File: config.mk
export PLATFORM = sky130hd
export DESIGN_NAME = charger_fault_event_flags
export DESIGN_NICKNAME = d
export VERILOG_FILES = /design/src/design/fault_flags_pkg.sv /design/src/design/flag_bus_if.sv /design/src/design/event_edge_detect.sv /design/src/design/flag_latch_reg.sv /design/src/design/charger_fault_event_flags.sv
export SDC_FILE = /design/constraint.sdc
export NUM_CORES = 1
export LEC_CHECK = 0
export BUFFER_PORTS_ARGS = -buffer_cell sky130_fd_sc_hd__buf_2
export CAP_MARGIN = 20
export CORE_MARGIN = 5
export CORE_UTILIZATION = 47
export DETAILED_ROUTE_END_ITERATION = 16
export PLACE_DENSITY_LB_ADDON = 0.05
export SETUP_SLACK_MARGIN = 0.3
export SYNTH_ARGS = -nofsm -noshare
export SYNTH_HDL_FRONTEND = slang
export SYNTH_SLANG_ARGS = --single-unit
File: constraint.sdc
create_clock -name i_clk -period 1.95 [get_ports i_clk]
set_clock_uncertainty 0.1 [all_clocks]
set_input_delay 0.195 -clock i_clk [delete_from_list [all_inputs] [get_ports i_clk]]
set_output_delay 0.195 -clock i_clk [all_outputs]
set_load 0.005 [all_outputs]
File: src/design/fault_flags_pkg.sv
// Purpose: shared constants for the charger fault and event flag bank
// Assumes: 8-bit registers on the serial management bus register space
// Notes:   bit positions, offsets, valid masks and source vector layout
package fault_flags_pkg;

  localparam int REG_W = 8;
  localparam int SRC_W = 16;
  localparam int RD_LATENCY = 1;

  // register offsets and reset value
  localparam logic [7:0] ADDR_FAULT_STATUS = 8'h24;
  localparam logic [7:0] ADDR_FLAGS_FIRST  = 8'h25;
  localparam logic [7:0] ADDR_FLAGS_SECOND = 8'h26;
  localparam logic [7:0] RESET_VALUE       = 8'h00;

  // implemented bits, reserved positions are zero
  localparam logic [7:0] FAULT_VALID  = 8'hFE;
  localparam logic [7:0] FIRST_VALID  = 8'hE9;
  localparam logic [7:0] SECOND_VALID = 8'hFA;

  // fault status bit positions
  localparam int FS_UV = 7, FS_OV = 6, FS_OC = 5, FS_BOV = 4;
  localparam int FS_TSHUT = 3, FS_TMR = 2, FS_GATE = 1;

  // first flag register bit positions
  localparam int F1_ADC = 7, F1_IAC = 6, F1_VAC = 5, F1_WD = 3, F1_CHG = 0;

  // second flag register bit positions
  localparam int F2_PG = 7, F2_INPUT_SWITCH_DRIVER = 6, F2_BATTERY_SWITCH_DRIVER = 5, F2_TS = 4;
  localparam int F2_REV = 3, F2_SYNC = 1;

  // source vector layout fed to the change detector
  localparam int S_ADC = 0, S_IAC = 1, S_VAC = 2, S_WD = 3, S_CHG = 4;
  localparam int S_PG = 7, S_INPUT_SWITCH_DRIVER = 8, S_BATTERY_SWITCH_DRIVER = 9, S_TS = 10;
  localparam int S_REV = 13, S_SYNC = 14;
  localparam logic [15:0] SRC_RISE = 16'h000F;

endpackage

File: src/design/flag_bus_if.sv
// Purpose: carries set, clear and state of one clear-on-read flag register
// Assumes: single clock domain
// Notes:   owner side holds the sticky bits
`timescale 1ns/1ns
interface flag_bus_if;
  logic [fault_flags_pkg::REG_W-1:0] set_pulse;
  logic                              read_clear;
  logic [fault_flags_pkg::REG_W-1:0] flags;
  modport owner (input set_pulse, input read_clear, output flags);
  modport user  (output set_pulse, output read_clear, input flags);
endinterface

File: src/design/event_edge_detect.sv
// Purpose: per-bit change detector for internal status sources
// Assumes: sources synchronous to i_clk
// Notes:   first cycle after reset only primes the history, no events
`timescale 1ns/1ns
module event_edge_detect #(
  parameter int               W    = fault_flags_pkg::SRC_W,
  parameter logic [W-1:0]     RISE = fault_flags_pkg::SRC_RISE
) (
  input  wire logic         i_clk,
  input  wire logic         i_rst_n,
  input  wire logic [W-1:0] i_src,
  output logic      [W-1:0] o_change
);
  import fault_flags_pkg::*;

  logic [W-1:0] prev_reg;
  logic         primed_reg;

  // history of every source bit
  always_ff @(posedge i_clk or negedge i_rst_n) begin
    if (!i_rst_n) begin
      prev_reg   <= '0;
      primed_reg <= 1'b0;
    end else begin
      prev_reg   <= i_src;
      primed_reg <= 1'b1;
    end
  end

  // rising-only bits need the new level high, others flag any toggle
  for (genvar b = 0; b < W; b++) begin : g_bit
    assign o_change[b] = primed_reg & (i_src[b] ^ prev_reg[b]) & (~RISE[b] | i_src[b]);
  end
endmodule

File: src/design/flag_latch_reg.sv
// Purpose: sticky clear-on-read flag register
// Assumes: read_clear pulses in the cycle the register is read
// Notes:   a set arriving with the clear survives for the next read
`timescale 1ns/1ns
module flag_latch_reg #(
  parameter logic [7:0] VALID = 8'hFF
) (
  input  wire logic i_clk,
  input  wire logic i_rst_n,
  flag_bus_if.owner bus
);
  import fault_flags_pkg::*;

  logic [REG_W-1:0] flags_reg;
  logic [REG_W-1:0] flags_next;

  // set wins over clear, reserved bits never set
  assign flags_next = ((bus.read_clear ? RESET_VALUE : flags_reg) | bus.set_pulse) & VALID;
  assign bus.flags  = flags_reg;

  // sticky storage
  always_ff @(posedge i_clk or negedge i_rst_n) begin
    if (!i_rst_n) begin
      flags_reg <= RESET_VALUE;
    end else begin
      flags_reg <= flags_next;
    end
  end
endmodule

File: src/design/charger_fault_event_flags.sv
// Purpose: live fault status and clear-on-read event flag registers
// Assumes: serial bus engine gives one-cycle read and write strobes
// Notes:   read data appear one cycle after the strobe and hold
// Operation
// - fault bit 7 shows input undervoltage, bit 6 input overvoltage
// - fault bit 5 shows battery overcurrent, bit 4 battery overvoltage
// - fault bit 3 shows thermal shutdown, bit 2 safety timer expired
// - fault bit 1 shows gate driver supply out of valid range
// - battery only with converter measurement off forces fault bit 1 high
// - fault status and both flag registers reset to zero
// - first flag bit 7 latches conversion done only in one-shot mode
// - first flag bits 6 and 5 latch entry into input current/voltage limiting
// - first flag bit 3 latches watchdog expiry rising edge
// - first flag bit 0 latches any change of charge cycle state
// - second flag bit 7 latches any toggle of input power good
// - second flag bits 6 and 5 latch input and battery switch toggles
// - second flag bit 4 latches any change of thermistor state
// - second flag bit 3 latches reverse mode on or off
// - second flag bit 1 latches any change of sync input status
// - each latched event pulses the interrupt unless its mask bit is set
`timescale 1ns/1ns
module charger_fault_event_flags (
  input  wire logic                              i_clk,
  input  wire logic                              i_rst_n,
  input  wire logic                              i_rd_en,
  input  wire logic [7:0]                        i_rd_addr,
  input  wire logic                              i_wr_en,
  input  wire logic [7:0]                        i_wr_addr,
  output logic      [fault_flags_pkg::REG_W-1:0] o_rd_data,
  output logic                                   o_rd_valid,
  output logic                                   o_wr_refused,
  input  wire logic                              i_input_undervoltage_live,
  input  wire logic                              i_input_overvoltage_live,
  input  wire logic                              i_battery_overcurrent_live,
  input  wire logic                              i_battery_overvoltage_live,
  input  wire logic                              i_thermal_shutdown_live,
  input  wire logic                              i_safety_timer_expired_live,
  input  wire logic                              i_gate_supply_fault_live,
  input  wire logic                              i_battery_only_mode,
  input  wire logic                              i_adc_enabled,
  input  wire logic                              i_adc_oneshot_mode,
  input  wire logic                              i_adc_conversion_done,
  input  wire logic                              i_input_current_regulating,
  input  wire logic                              i_input_voltage_regulating,
  input  wire logic                              i_watchdog_expiry_status,
  input  wire logic [2:0]                        i_charge_cycle_state,
  input  wire logic                              i_input_power_good,
  input  wire logic                              i_input_switch_driver,
  input  wire logic                              i_battery_switch_driver,
  input  wire logic [2:0]                        i_thermistor_state,
  input  wire logic                              i_reverse_mode_on,
  input  wire logic [1:0]                        i_frequency_sync_input,
  input  wire logic [fault_flags_pkg::REG_W-1:0] i_mask_first,
  input  wire logic [fault_flags_pkg::REG_W-1:0] i_mask_second,
  output logic                                   o_int_pulse
);
  import fault_flags_pkg::*;

  // ------------------------------------------------------------
  // declarations
  // ------------------------------------------------------------
  logic [REG_W-1:0] fault_status_reg;
  logic [REG_W-1:0] fault_status_next;
  logic [REG_W-1:0] rd_data_reg;
  logic [REG_W-1:0] rd_mux;
  logic             rd_valid_reg, wr_refused_reg, int_pulse_reg;
  logic             gate_supply_bit;
  logic             hit_fault, hit_first, hit_second, wr_hit;
  logic [SRC_W-1:0] src_vec;
  logic [SRC_W-1:0] change;
  logic [REG_W-1:0] first_set, second_set, first_view;
  logic             int_cause;

  flag_bus_if first_bus ();
  flag_bus_if second_bus ();

  // ------------------------------------------------------------
  // live fault status
  // ------------------------------------------------------------

  // gate supply bit is forced high when its monitor is not running
  assign gate_supply_bit = i_gate_supply_fault_live
                         | (i_battery_only_mode & ~i_adc_enabled);

  // fault snapshot, bit 0 reserved
  assign fault_status_next = {
    i_input_undervoltage_live, i_input_overvoltage_live,
    i_battery_overcurrent_live, i_battery_overvoltage_live,
    i_thermal_shutdown_live, i_safety_timer_expired_live,
    gate_supply_bit, 1'b0
  };

  // fault status follows the protection states each cycle
  always_ff @(posedge i_clk or negedge i_rst_n) begin
    if (!i_rst_n) begin
      fault_status_reg <= RESET_VALUE;
    end else begin
      fault_status_reg <= fault_status_next & FAULT_VALID;
    end
  end

  // ------------------------------------------------------------
  // event sources and change detection
  // ------------------------------------------------------------

  // source vector, low four bits detect rising edges only
  assign src_vec = {i_frequency_sync_input, i_reverse_mode_on, i_thermistor_state,
                    i_battery_switch_driver, i_input_switch_driver, i_input_power_good,
                    i_charge_cycle_state, i_watchdog_expiry_status, i_input_voltage_regulating,
                    i_input_current_regulating, i_adc_conversion_done};

  event_edge_detect #(.W (SRC_W), .RISE (SRC_RISE)) u_detect (
    .i_clk    (i_clk),
    .i_rst_n  (i_rst_n),
    .i_src    (src_vec),
    .o_change (change)
  );

  // first flag register set pulses, bits 7 down to 0
  assign first_set = {
    change[S_ADC] & i_adc_oneshot_mode,
    change[S_IAC],
    change[S_VAC],
    1'b0,
    change[S_WD],
    2'b00,
    |change[S_CHG +: 3]
  };

  // second flag register set pulses, bits 7 down to 0
  assign second_set = {
    change[S_PG],
    change[S_INPUT_SWITCH_DRIVER],
    change[S_BATTERY_SWITCH_DRIVER],
    |change[S_TS +: 3],
    change[S_REV],
    1'b0,
    |change[S_SYNC +: 2],
    1'b0
  };

  // ------------------------------------------------------------
  // sticky flag registers
  // ------------------------------------------------------------

  // clear on read, a simultaneous set survives
  assign first_bus.set_pulse   = first_set;
  assign first_bus.read_clear  = i_rd_en & hit_first;
  assign second_bus.set_pulse  = second_set;
  assign second_bus.read_clear = i_rd_en & hit_second;

  flag_latch_reg #(
    .VALID (FIRST_VALID)
  ) u_first (
    .i_clk   (i_clk),
    .i_rst_n (i_rst_n),
    .bus     (first_bus)
  );

  flag_latch_reg #(
    .VALID (SECOND_VALID)
  ) u_second (
    .i_clk   (i_clk),
    .i_rst_n (i_rst_n),
    .bus     (second_bus)
  );

  // ------------------------------------------------------------
  // register read and write decode
  // ------------------------------------------------------------

  // address decode
  assign hit_fault  = (i_rd_addr == ADDR_FAULT_STATUS);
  assign hit_first  = (i_rd_addr == ADDR_FLAGS_FIRST);
  assign hit_second = (i_rd_addr == ADDR_FLAGS_SECOND);
  assign wr_hit     = (i_wr_addr == ADDR_FAULT_STATUS)
                    | (i_wr_addr == ADDR_FLAGS_FIRST)
                    | (i_wr_addr == ADDR_FLAGS_SECOND);

  // conversion flag reads zero outside one-shot mode
  assign first_view = first_bus.flags & {i_adc_oneshot_mode, 7'h7F};

  // read selection, other offsets answer zero
  assign rd_mux = hit_fault  ? fault_status_reg :
                  hit_first  ? first_view :
                  hit_second ? second_bus.flags : RESET_VALUE;

  // read data hold until the next read
  always_ff @(posedge i_clk or negedge i_rst_n) begin
    if (!i_rst_n) begin
      rd_data_reg  <= RESET_VALUE;
      rd_valid_reg <= 1'b0;
    end else begin
      rd_data_reg  <= i_rd_en ? rd_mux : rd_data_reg;
      rd_valid_reg <= i_rd_en;
    end
  end

  // writes to this bank change nothing and are reported
  always_ff @(posedge i_clk or negedge i_rst_n) begin
    if (!i_rst_n) begin
      wr_refused_reg <= 1'b0;
    end else begin
      wr_refused_reg <= i_wr_en & wr_hit;
    end
  end

  // ------------------------------------------------------------
  // interrupt pulse
  // ------------------------------------------------------------

  // one pulse per cycle with any unmasked latched event
  assign int_cause = |(first_set & ~i_mask_first & FIRST_VALID)
                   | |(second_set & ~i_mask_second & SECOND_VALID);

  always_ff @(posedge i_clk or negedge i_rst_n) begin
    if (!i_rst_n) begin
      int_pulse_reg <= 1'b0;
    end else begin
      int_pulse_reg <= int_cause;
    end
  end

  assign o_rd_data    = rd_data_reg;
  assign o_rd_valid   = rd_valid_reg;
  assign o_wr_refused = wr_refused_reg;
  assign o_int_pulse  = int_pulse_reg;
endmodule

==> metrics.cfg, run 1 <==
[run_status]
status=complete, no violations

[setup_path]
rrSetupSlack_ns=0.34
critPathArrivalTime_ns=1.68
crit_path_end_kind=register
startpoint=u_detect.primed_reg
rr_endpoint=o_int_pulse
r2r.worst_path.cells=4
crit_end=o_int_pulse
startpoint_type=register
worstPathRequired_ns=2.02
r2r-start=u_detect.primed_reg
worstSetupPathType=register to register
critPathMaxFanout=11

[logic_synthesis]
avgSynthCellArea_um2=13.2
yosysSeqAreaShare_pct=62.9
syn_inst=139
yosysUniqueCellTypes=35
yosys_warnings=0
ys_seq_elements=46
syn_nets=201
synth_area_um2=1830

[route]
drt_iter0_drc=58
via_per_inst=4.88
first_pass_iters=4
num_vias=1410
drc_errors=0
ant_nets=0
wl_mm=4.28
avgRoutedWirePerCell_um=14.8

[final_layout]
largest_reg_flops=16
drive_above_1_share_pct=38.2
layoutNonFillerInstCount=289
nNetsFinal=303
antenna_cells=0
stdcell_area_um2=2660
area_delta_synth_final_pct=45.1

[sta]
max_freq_mhz=622
hold_slack_ns=0.00909
worst_slew_pin_slew_ns=0.633
slew-limit-headroom_pct=57.8
rsz0062_at_grt=true
report.final.hold_viol_count=0
finalSetupViolations=0
report.final.slew_viol_count=0
setup_tns_ns=0
finalCritPeriodShare_pct=82.4
min_period_ns=1.61

[cts]
path_clk_slew_ns=0.08
cts_made_buffers=5
htree_levels=2
clock_latency_ns=0.29
cts_tree=built
cts.sinks=46
clock_path_buffers=2
root_buffer=clkbuf_8

[worst_hold_path]
hp-class=primary input to register

[floorplanning]
dieHeight_um=72.4
initial_core_util_pct=49.3
rows=22
dieArea_um2=5240
die_w_um=72.4
core-area_um2=3720
ios=73

[placement]
gp_congestion=0.789
io_buffers=67
dpl_cell_area_um2=2230
placedCellCount=252
post-dp-hpwl_mm=3.07

[power]
combPwrFrac_pct=13.7
clkPwrFrac_pct=30.3
p_total_uw=1790
netSwitchingPower_uw=415
p_per_area_nw_per_um2=673
p_sw_share_pct=23.2
leakage_uw=0.00126
peakVddDrop_v=0.000457
seqPwrFrac_pct=56.1
internal_power_uw=1370

[run]
max_cap_viol_count=0

[global_routing]
grt_max_degree=30
gr-total-overflow=0
grt_util_all_layers_pct=17.2
antenna_found_initial=0
grt_first_pass_wirelength_mm=6.93
grt_pass1_vias=1556

## metrics by stage
step                      worst slack (ns)  utilization (%)
final                                0.343             71.5
after global routing                 0.292             71.5
after CTS                            0.310             69.9
after detailed placement             0.154             60.1
after global placement               0.158             60.1
after floorplan                      0.323                -
## worst min-delay path by stage
stage                       startpoint                   end  cells after the start
after CTS                 i_wr_addr[1]          o_wr_refused                      2
after global placement         i_rst_n  u_detect.prev_reg[0]                      1
after floorplan                i_rst_n   fault_status_reg[1]                      0
after global routing      i_wr_addr[1]          o_wr_refused                      2
final                     i_wr_addr[1]          o_wr_refused                      2
after detailed placement       i_rst_n  u_detect.prev_reg[0]                      1
## Yosys cell counts (all sizes together)
cell	number	area (um^2)
dfrtp	46	1150
inv	12	45.0
xor2	12	105
nand3b	6	45.0
o22ai	6	37.5
a21bo	5	50.1
a21oi	5	25.0
clkbuf	5	18.8
mux2i	5	50.1
a22o	4	35.0
nor2	4	15.0
nand4b	3	41.3
a32o	2	20.0
o21ai	2	10.0
o31ai	2	15.0
o32ai	2	17.5
or3b	2	17.5
or4b	2	20.0
a2111oi	1	8.76
a21o	1	7.51
a41oi	1	8.76
buf	1	5.00
conb	1	3.75
nand2	1	3.75
nand2b	1	6.26
nand3	1	5.00
nand4	1	6.26
nor2b	1	6.26
nor4b	1	23.8
nor4bb	1	10.0
o221ai	1	8.76
or4	1	7.51
## timing repair
| item | 4_1_cts | 5_1_grt |
|---|---|---|
| gates cloned | 0 | 0 |
| pin swaps | 1 | 11 |
| resized for setup | 2 | 7 |
| endpoints found under the hold margin | 51 | 0 |
| hold buffers | 26 | 0 |
| buffers inserted | 1 | 3 |
| setup endpoints to repair | 1 | 1 |
## routing by layer
layer  vias to the layer above  routed length, um  global-route usage [%]
met1                       668               1820                    20.8
li1                        691                  -                       -
met4                         0                 41                    3.69
met5                         -                  0                       0
met2                        46               2120                    29.4
met3                         5                302                    6.09
## cells by family (layout without fill, tap and decap cells)
group	after synthesis	in the layout	share of synthesized area (%)
AO/OA/AOI/OAI	32	32	13.3
XOR/XNOR	12	12	5.74
buffers and inverters	18	120	3.76
flip-flops	46	46	62.9
multiplexers	5	5	2.73
other	1	1	0.205
AND/OR/NAND/NOR	25	25	11.3
## placed cells by master (no fill, tap or decap), types with 2 or more instances in the layout
cell	count
mux2i_1	5
o21ai_0	2
xor2_2	2
o22ai_1	6
dlygate4sd3_1	24
nand4b_1	2
buf_4	7
inv_1	12
dfrtp_1	45
a32o_1	2
nor2_1	4
a21bo_2	2
o31ai_2	2
nand3b_1	6
a21oi_1	5
a22o_1	4
clkbuf_1	2
a21bo_1	3
dlymetal6s4s_1	2
or3b_1	2
buf_2	67
clkbuf_8	5
xor2_1	10
o32ai_1	2
## layout make-up
type | instances | area (um^2)
sequential | 46 | 1150
fill | 284 | 1060
timing repair buffer | 101 | 673
multi-input combinational | 75 | 649
clock buffer | 7 | 76.3
tap | 48 | 60.1
inverter | 12 | 45.0
## worst max-delay path, cell delays in order, from the launching register on
cell,delay (ns)
dfrtp_2,0.44
buf_4,0.18
nand3b_1,0.10
nand4_1,0.13
or4_1,0.53
## power groups by stage
stage	sequential [uW]	combinational (uW)	clock, uW
after CTS	1000	228	557
after global placement	1020	173	0
after global routing	1010	270	595
after floorplan	1020	75.1	0
final	1000	244	541
after detailed placement	1020	180	0
(Power assumes the default switching activity.)
==> run 2, diff against run 1 <==
- CORE_UTILIZATION: 47 -> 43
- clock period: 1.95 -> 1.35 ns (I/O delays scaled with it)
==> run 2 against run 1 <==
Effect of this change:
- the run now ends with negative setup slack left
- count of clock-buffer cells in the layout down 1
- sequential cell count unchanged
- global-route usage down 0.072 points
- via count up 8.9%
- critical path depth unchanged
==> metrics.cfg, run 2 (same netlist as run 1, synthesis figures left out) <==
[power]
netSwitchingPower_uw=636  ; +53%
p_total_uw=2850  ; +60%
seqPwrFrac_pct=50.7  ; -5.4 points
internal_power_uw=2220  ; +61%
p_sw_share_pct=22.3  ; -0.94 points
peakVddDrop_v=0.000540  ; +18%
leakage_uw=0.00138  ; +9.7%
p_per_area_nw_per_um2=972  ; +44%
combPwrFrac_pct=14.2  ; +0.5 points
clkPwrFrac_pct=35.1  ; +4.8 points

[worst_hold_path]
hp-start=i_adc_enabled
holdPathStages=3  ; +1
holdPathEnd=fault_status_reg[1]
hp-class=primary input to register

[final_layout]
final_util_pct=72.3  ; +0.83 points
antenna_cells=0  ; unchanged
largest_reg_flops=16  ; unchanged
area_delta_synth_final_pct=60.3
seqCellArea_um2=1150  ; -0.11%
fill_cells=320  ; +13%
layoutNonFillerInstCount=313  ; +8.3%
multiInputGateArea_um2=694  ; +6.9%
nNetsFinal=324  ; +6.9%
mostFrequentLayoutCells=buf_2 (65), dfrtp_1 (46), dlygate4sd3_1 (30)
final_common_cell=buf_2
drive_above_1_share_pct=43.3  ; +5.2 points
stdcell_area_um2=2930  ; +10%

[floorplanning]
core-area_um2=4060  ; +9.2%
die_w_um=75.2  ; +3.9%
dieHeight_um=75.2  ; +3.9%
initial_core_util_pct=45.1  ; -4.1 points
rows=23  ; +4.5%
dieArea_um2=5660  ; +8.0%
ios=73  ; unchanged

[setup_path]
rrSetupSlack_ns=-0.24  ; -0.58 ns
r2r-start=u_detect.prev_reg[12]
rr_endpoint=o_int_pulse
worstPathCellList=xor2_1, o31ai_2, o22ai_1, or4_1
critPathTopFamily=simple AND/OR/NAND/NOR gates
worstSetupPathType=register to register
startpoint_type=register
r2r.worst_path.cells=4  ; unchanged
critPathBufInv=0  ; -1
critPathArrivalTime_ns=1.65  ; -0.03 ns
crit_path_end_kind=register
worstPathRequired_ns=1.42  ; -0.60 ns
crit_slowest_cell=or4_1
critPathMaxFanout=2  ; -9
slowest_delay_ns=0.41  ; -0.12 ns

[run_status]
violations=negative setup slack
status=finished, violations left

[placement]
io_buffers=67  ; unchanged
gp_congestion=0.860  ; +9.1%
dpl_cell_area_um2=2370  ; +6.1%
post-dp-hpwl_mm=3.23  ; +4.9%
placedCellCount=267  ; +6.0%

[cts]
clock_path_buffers=2  ; unchanged
path_clk_slew_ns=0.08  ; about the same
clock_latency_ns=0.29  ; about the same
htree_levels=2  ; unchanged
cts_made_buffers=5  ; unchanged
root_buffer=clkbuf_8
cts.sinks=46  ; unchanged
cts_tree=built

[global_routing]
gr-total-overflow=0  ; unchanged
grt_util_all_layers_pct=17.1  ; -0.072 points
grt_first_pass_wirelength_mm=7.22  ; +4.1%
grt_pass1_vias=1650  ; +6.0%
antenna_found_initial=0  ; unchanged
grt_max_degree=47  ; +57%

[route]
drc_errors=0  ; unchanged
ant_nets=0  ; unchanged
num_vias=1536  ; +8.9%
drt_iter0_drc=29  ; -50%
via_per_inst=4.91  ; +0.58%
avgRoutedWirePerCell_um=14.8  ; -0.16%
first_pass_iters=4  ; unchanged
wl_mm=4.63  ; +8.1%

[sta]
finalCritPeriodShare_pct=118  ; +35 points
max_freq_mhz=630  ; +1.2%
min_period_ns=1.59  ; -0.0195 ns
layout_setup_ws_ns=-0.238  ; -0.580 ns
report.final.hold_viol_count=0  ; unchanged
finalSetupViolations=2  ; +2
report.final.slew_viol_count=0  ; unchanged
rsz0062_at_grt=true

[run]
max_cap_viol_count=0  ; unchanged

==> run 2: changes by cell type in the layout (fill, tap and decap cells not counted), sizes merged <==
cell	delta
bufinv	+1
buf	+17
clkbuf	-1
dlygate4sd3	+6
clkinvlp	+1
dlymetal6s4s	-2
==> run 2: worst max-delay path by stage <==
stage	start	endpoint	slack, ns	cells past startpoint
after floorplan	i_rd_addr[7]	u_second.bus.flags[3]	-0.22	5
after global placement	i_rd_addr[7]	u_second.bus.flags[6]	-0.31	5
after detailed placement	i_rd_addr[7]	u_second.bus.flags[6]	-0.36	5
after CTS	u_detect.prev_reg[4]	o_int_pulse	-0.23	4
after global routing	u_detect.primed_reg	o_int_pulse	-0.30	4
final	u_detect.prev_reg[12]	o_int_pulse	-0.24	4
==> run 2: final cells by class <==
cell class                 instances  share of cell area (%)
clock buffer                       6                    2.47
clock inverter                     2                    1.28
inverter                          12                    1.54
multi-input combinational         75                    23.7
sequential                        46                    39.2
tap                               50                    2.13
timing repair buffer             122                    29.7
==> run 2: power by group through the flow <==
| stage | combinational, uW | clock (uW) | sequential [uW] |
|---|---|---|---|
| 4_1_cts | 397 | 1030 | 1450 |
| 6_report | 405 | 1000 | 1450 |
| 3_5_place_dp | 313 | 0 | 1470 |
| 2_1_floorplan | 114 | 0 | 1470 |
| 3_3_place_gp | 306 | 0 | 1470 |
| 5_1_grt | 446 | 1080 | 1450 |
==> run 2: timing repair <==
item                                   4_1_cts  5_1_grt
resized for setup                           12        8
setup buffers                                4        4
endpoints found under the hold margin       70        0
hold buffers                                30        0
setup endpoints to repair                   20       27
pin swaps                                   16       14
==> run 2: metrics by stage <==
step	hold WS (ns)	TNS (ns)	setup slack, ns
2_1_floorplan	-0.261	-2.25	-0.216
3_3_place_gp	0.0302	-3.82	-0.314
3_5_place_dp	0.0353	-4.36	-0.357
4_1_cts	0.00410	-0.297	-0.227
5_1_grt	0.00154	-0.436	-0.301
6_report	0.00839	-0.310	-0.238
==> run 2: routing by layer <==
| layer | vias up | GRT usage (%) | part of all wire, % |
|---|---|---|---|
| met1 | 747 | 19.5 | 39 |
| met4 | 0 | 5.05 | 1.7 |
| met5 | - | 0 | 0 |
| li1 | 738 | - | - |
| met3 | 8 | 5.07 | 5.3 |
| met2 | 43 | 30.9 | 54 |
==> run 2: tightest hold or removal path, delay by kind of cell <==
kind | cells | cell delay (ns)
AOI/OAI and AO/OA | 1 | 0.10
buffers and inverters | 2 | 0.14
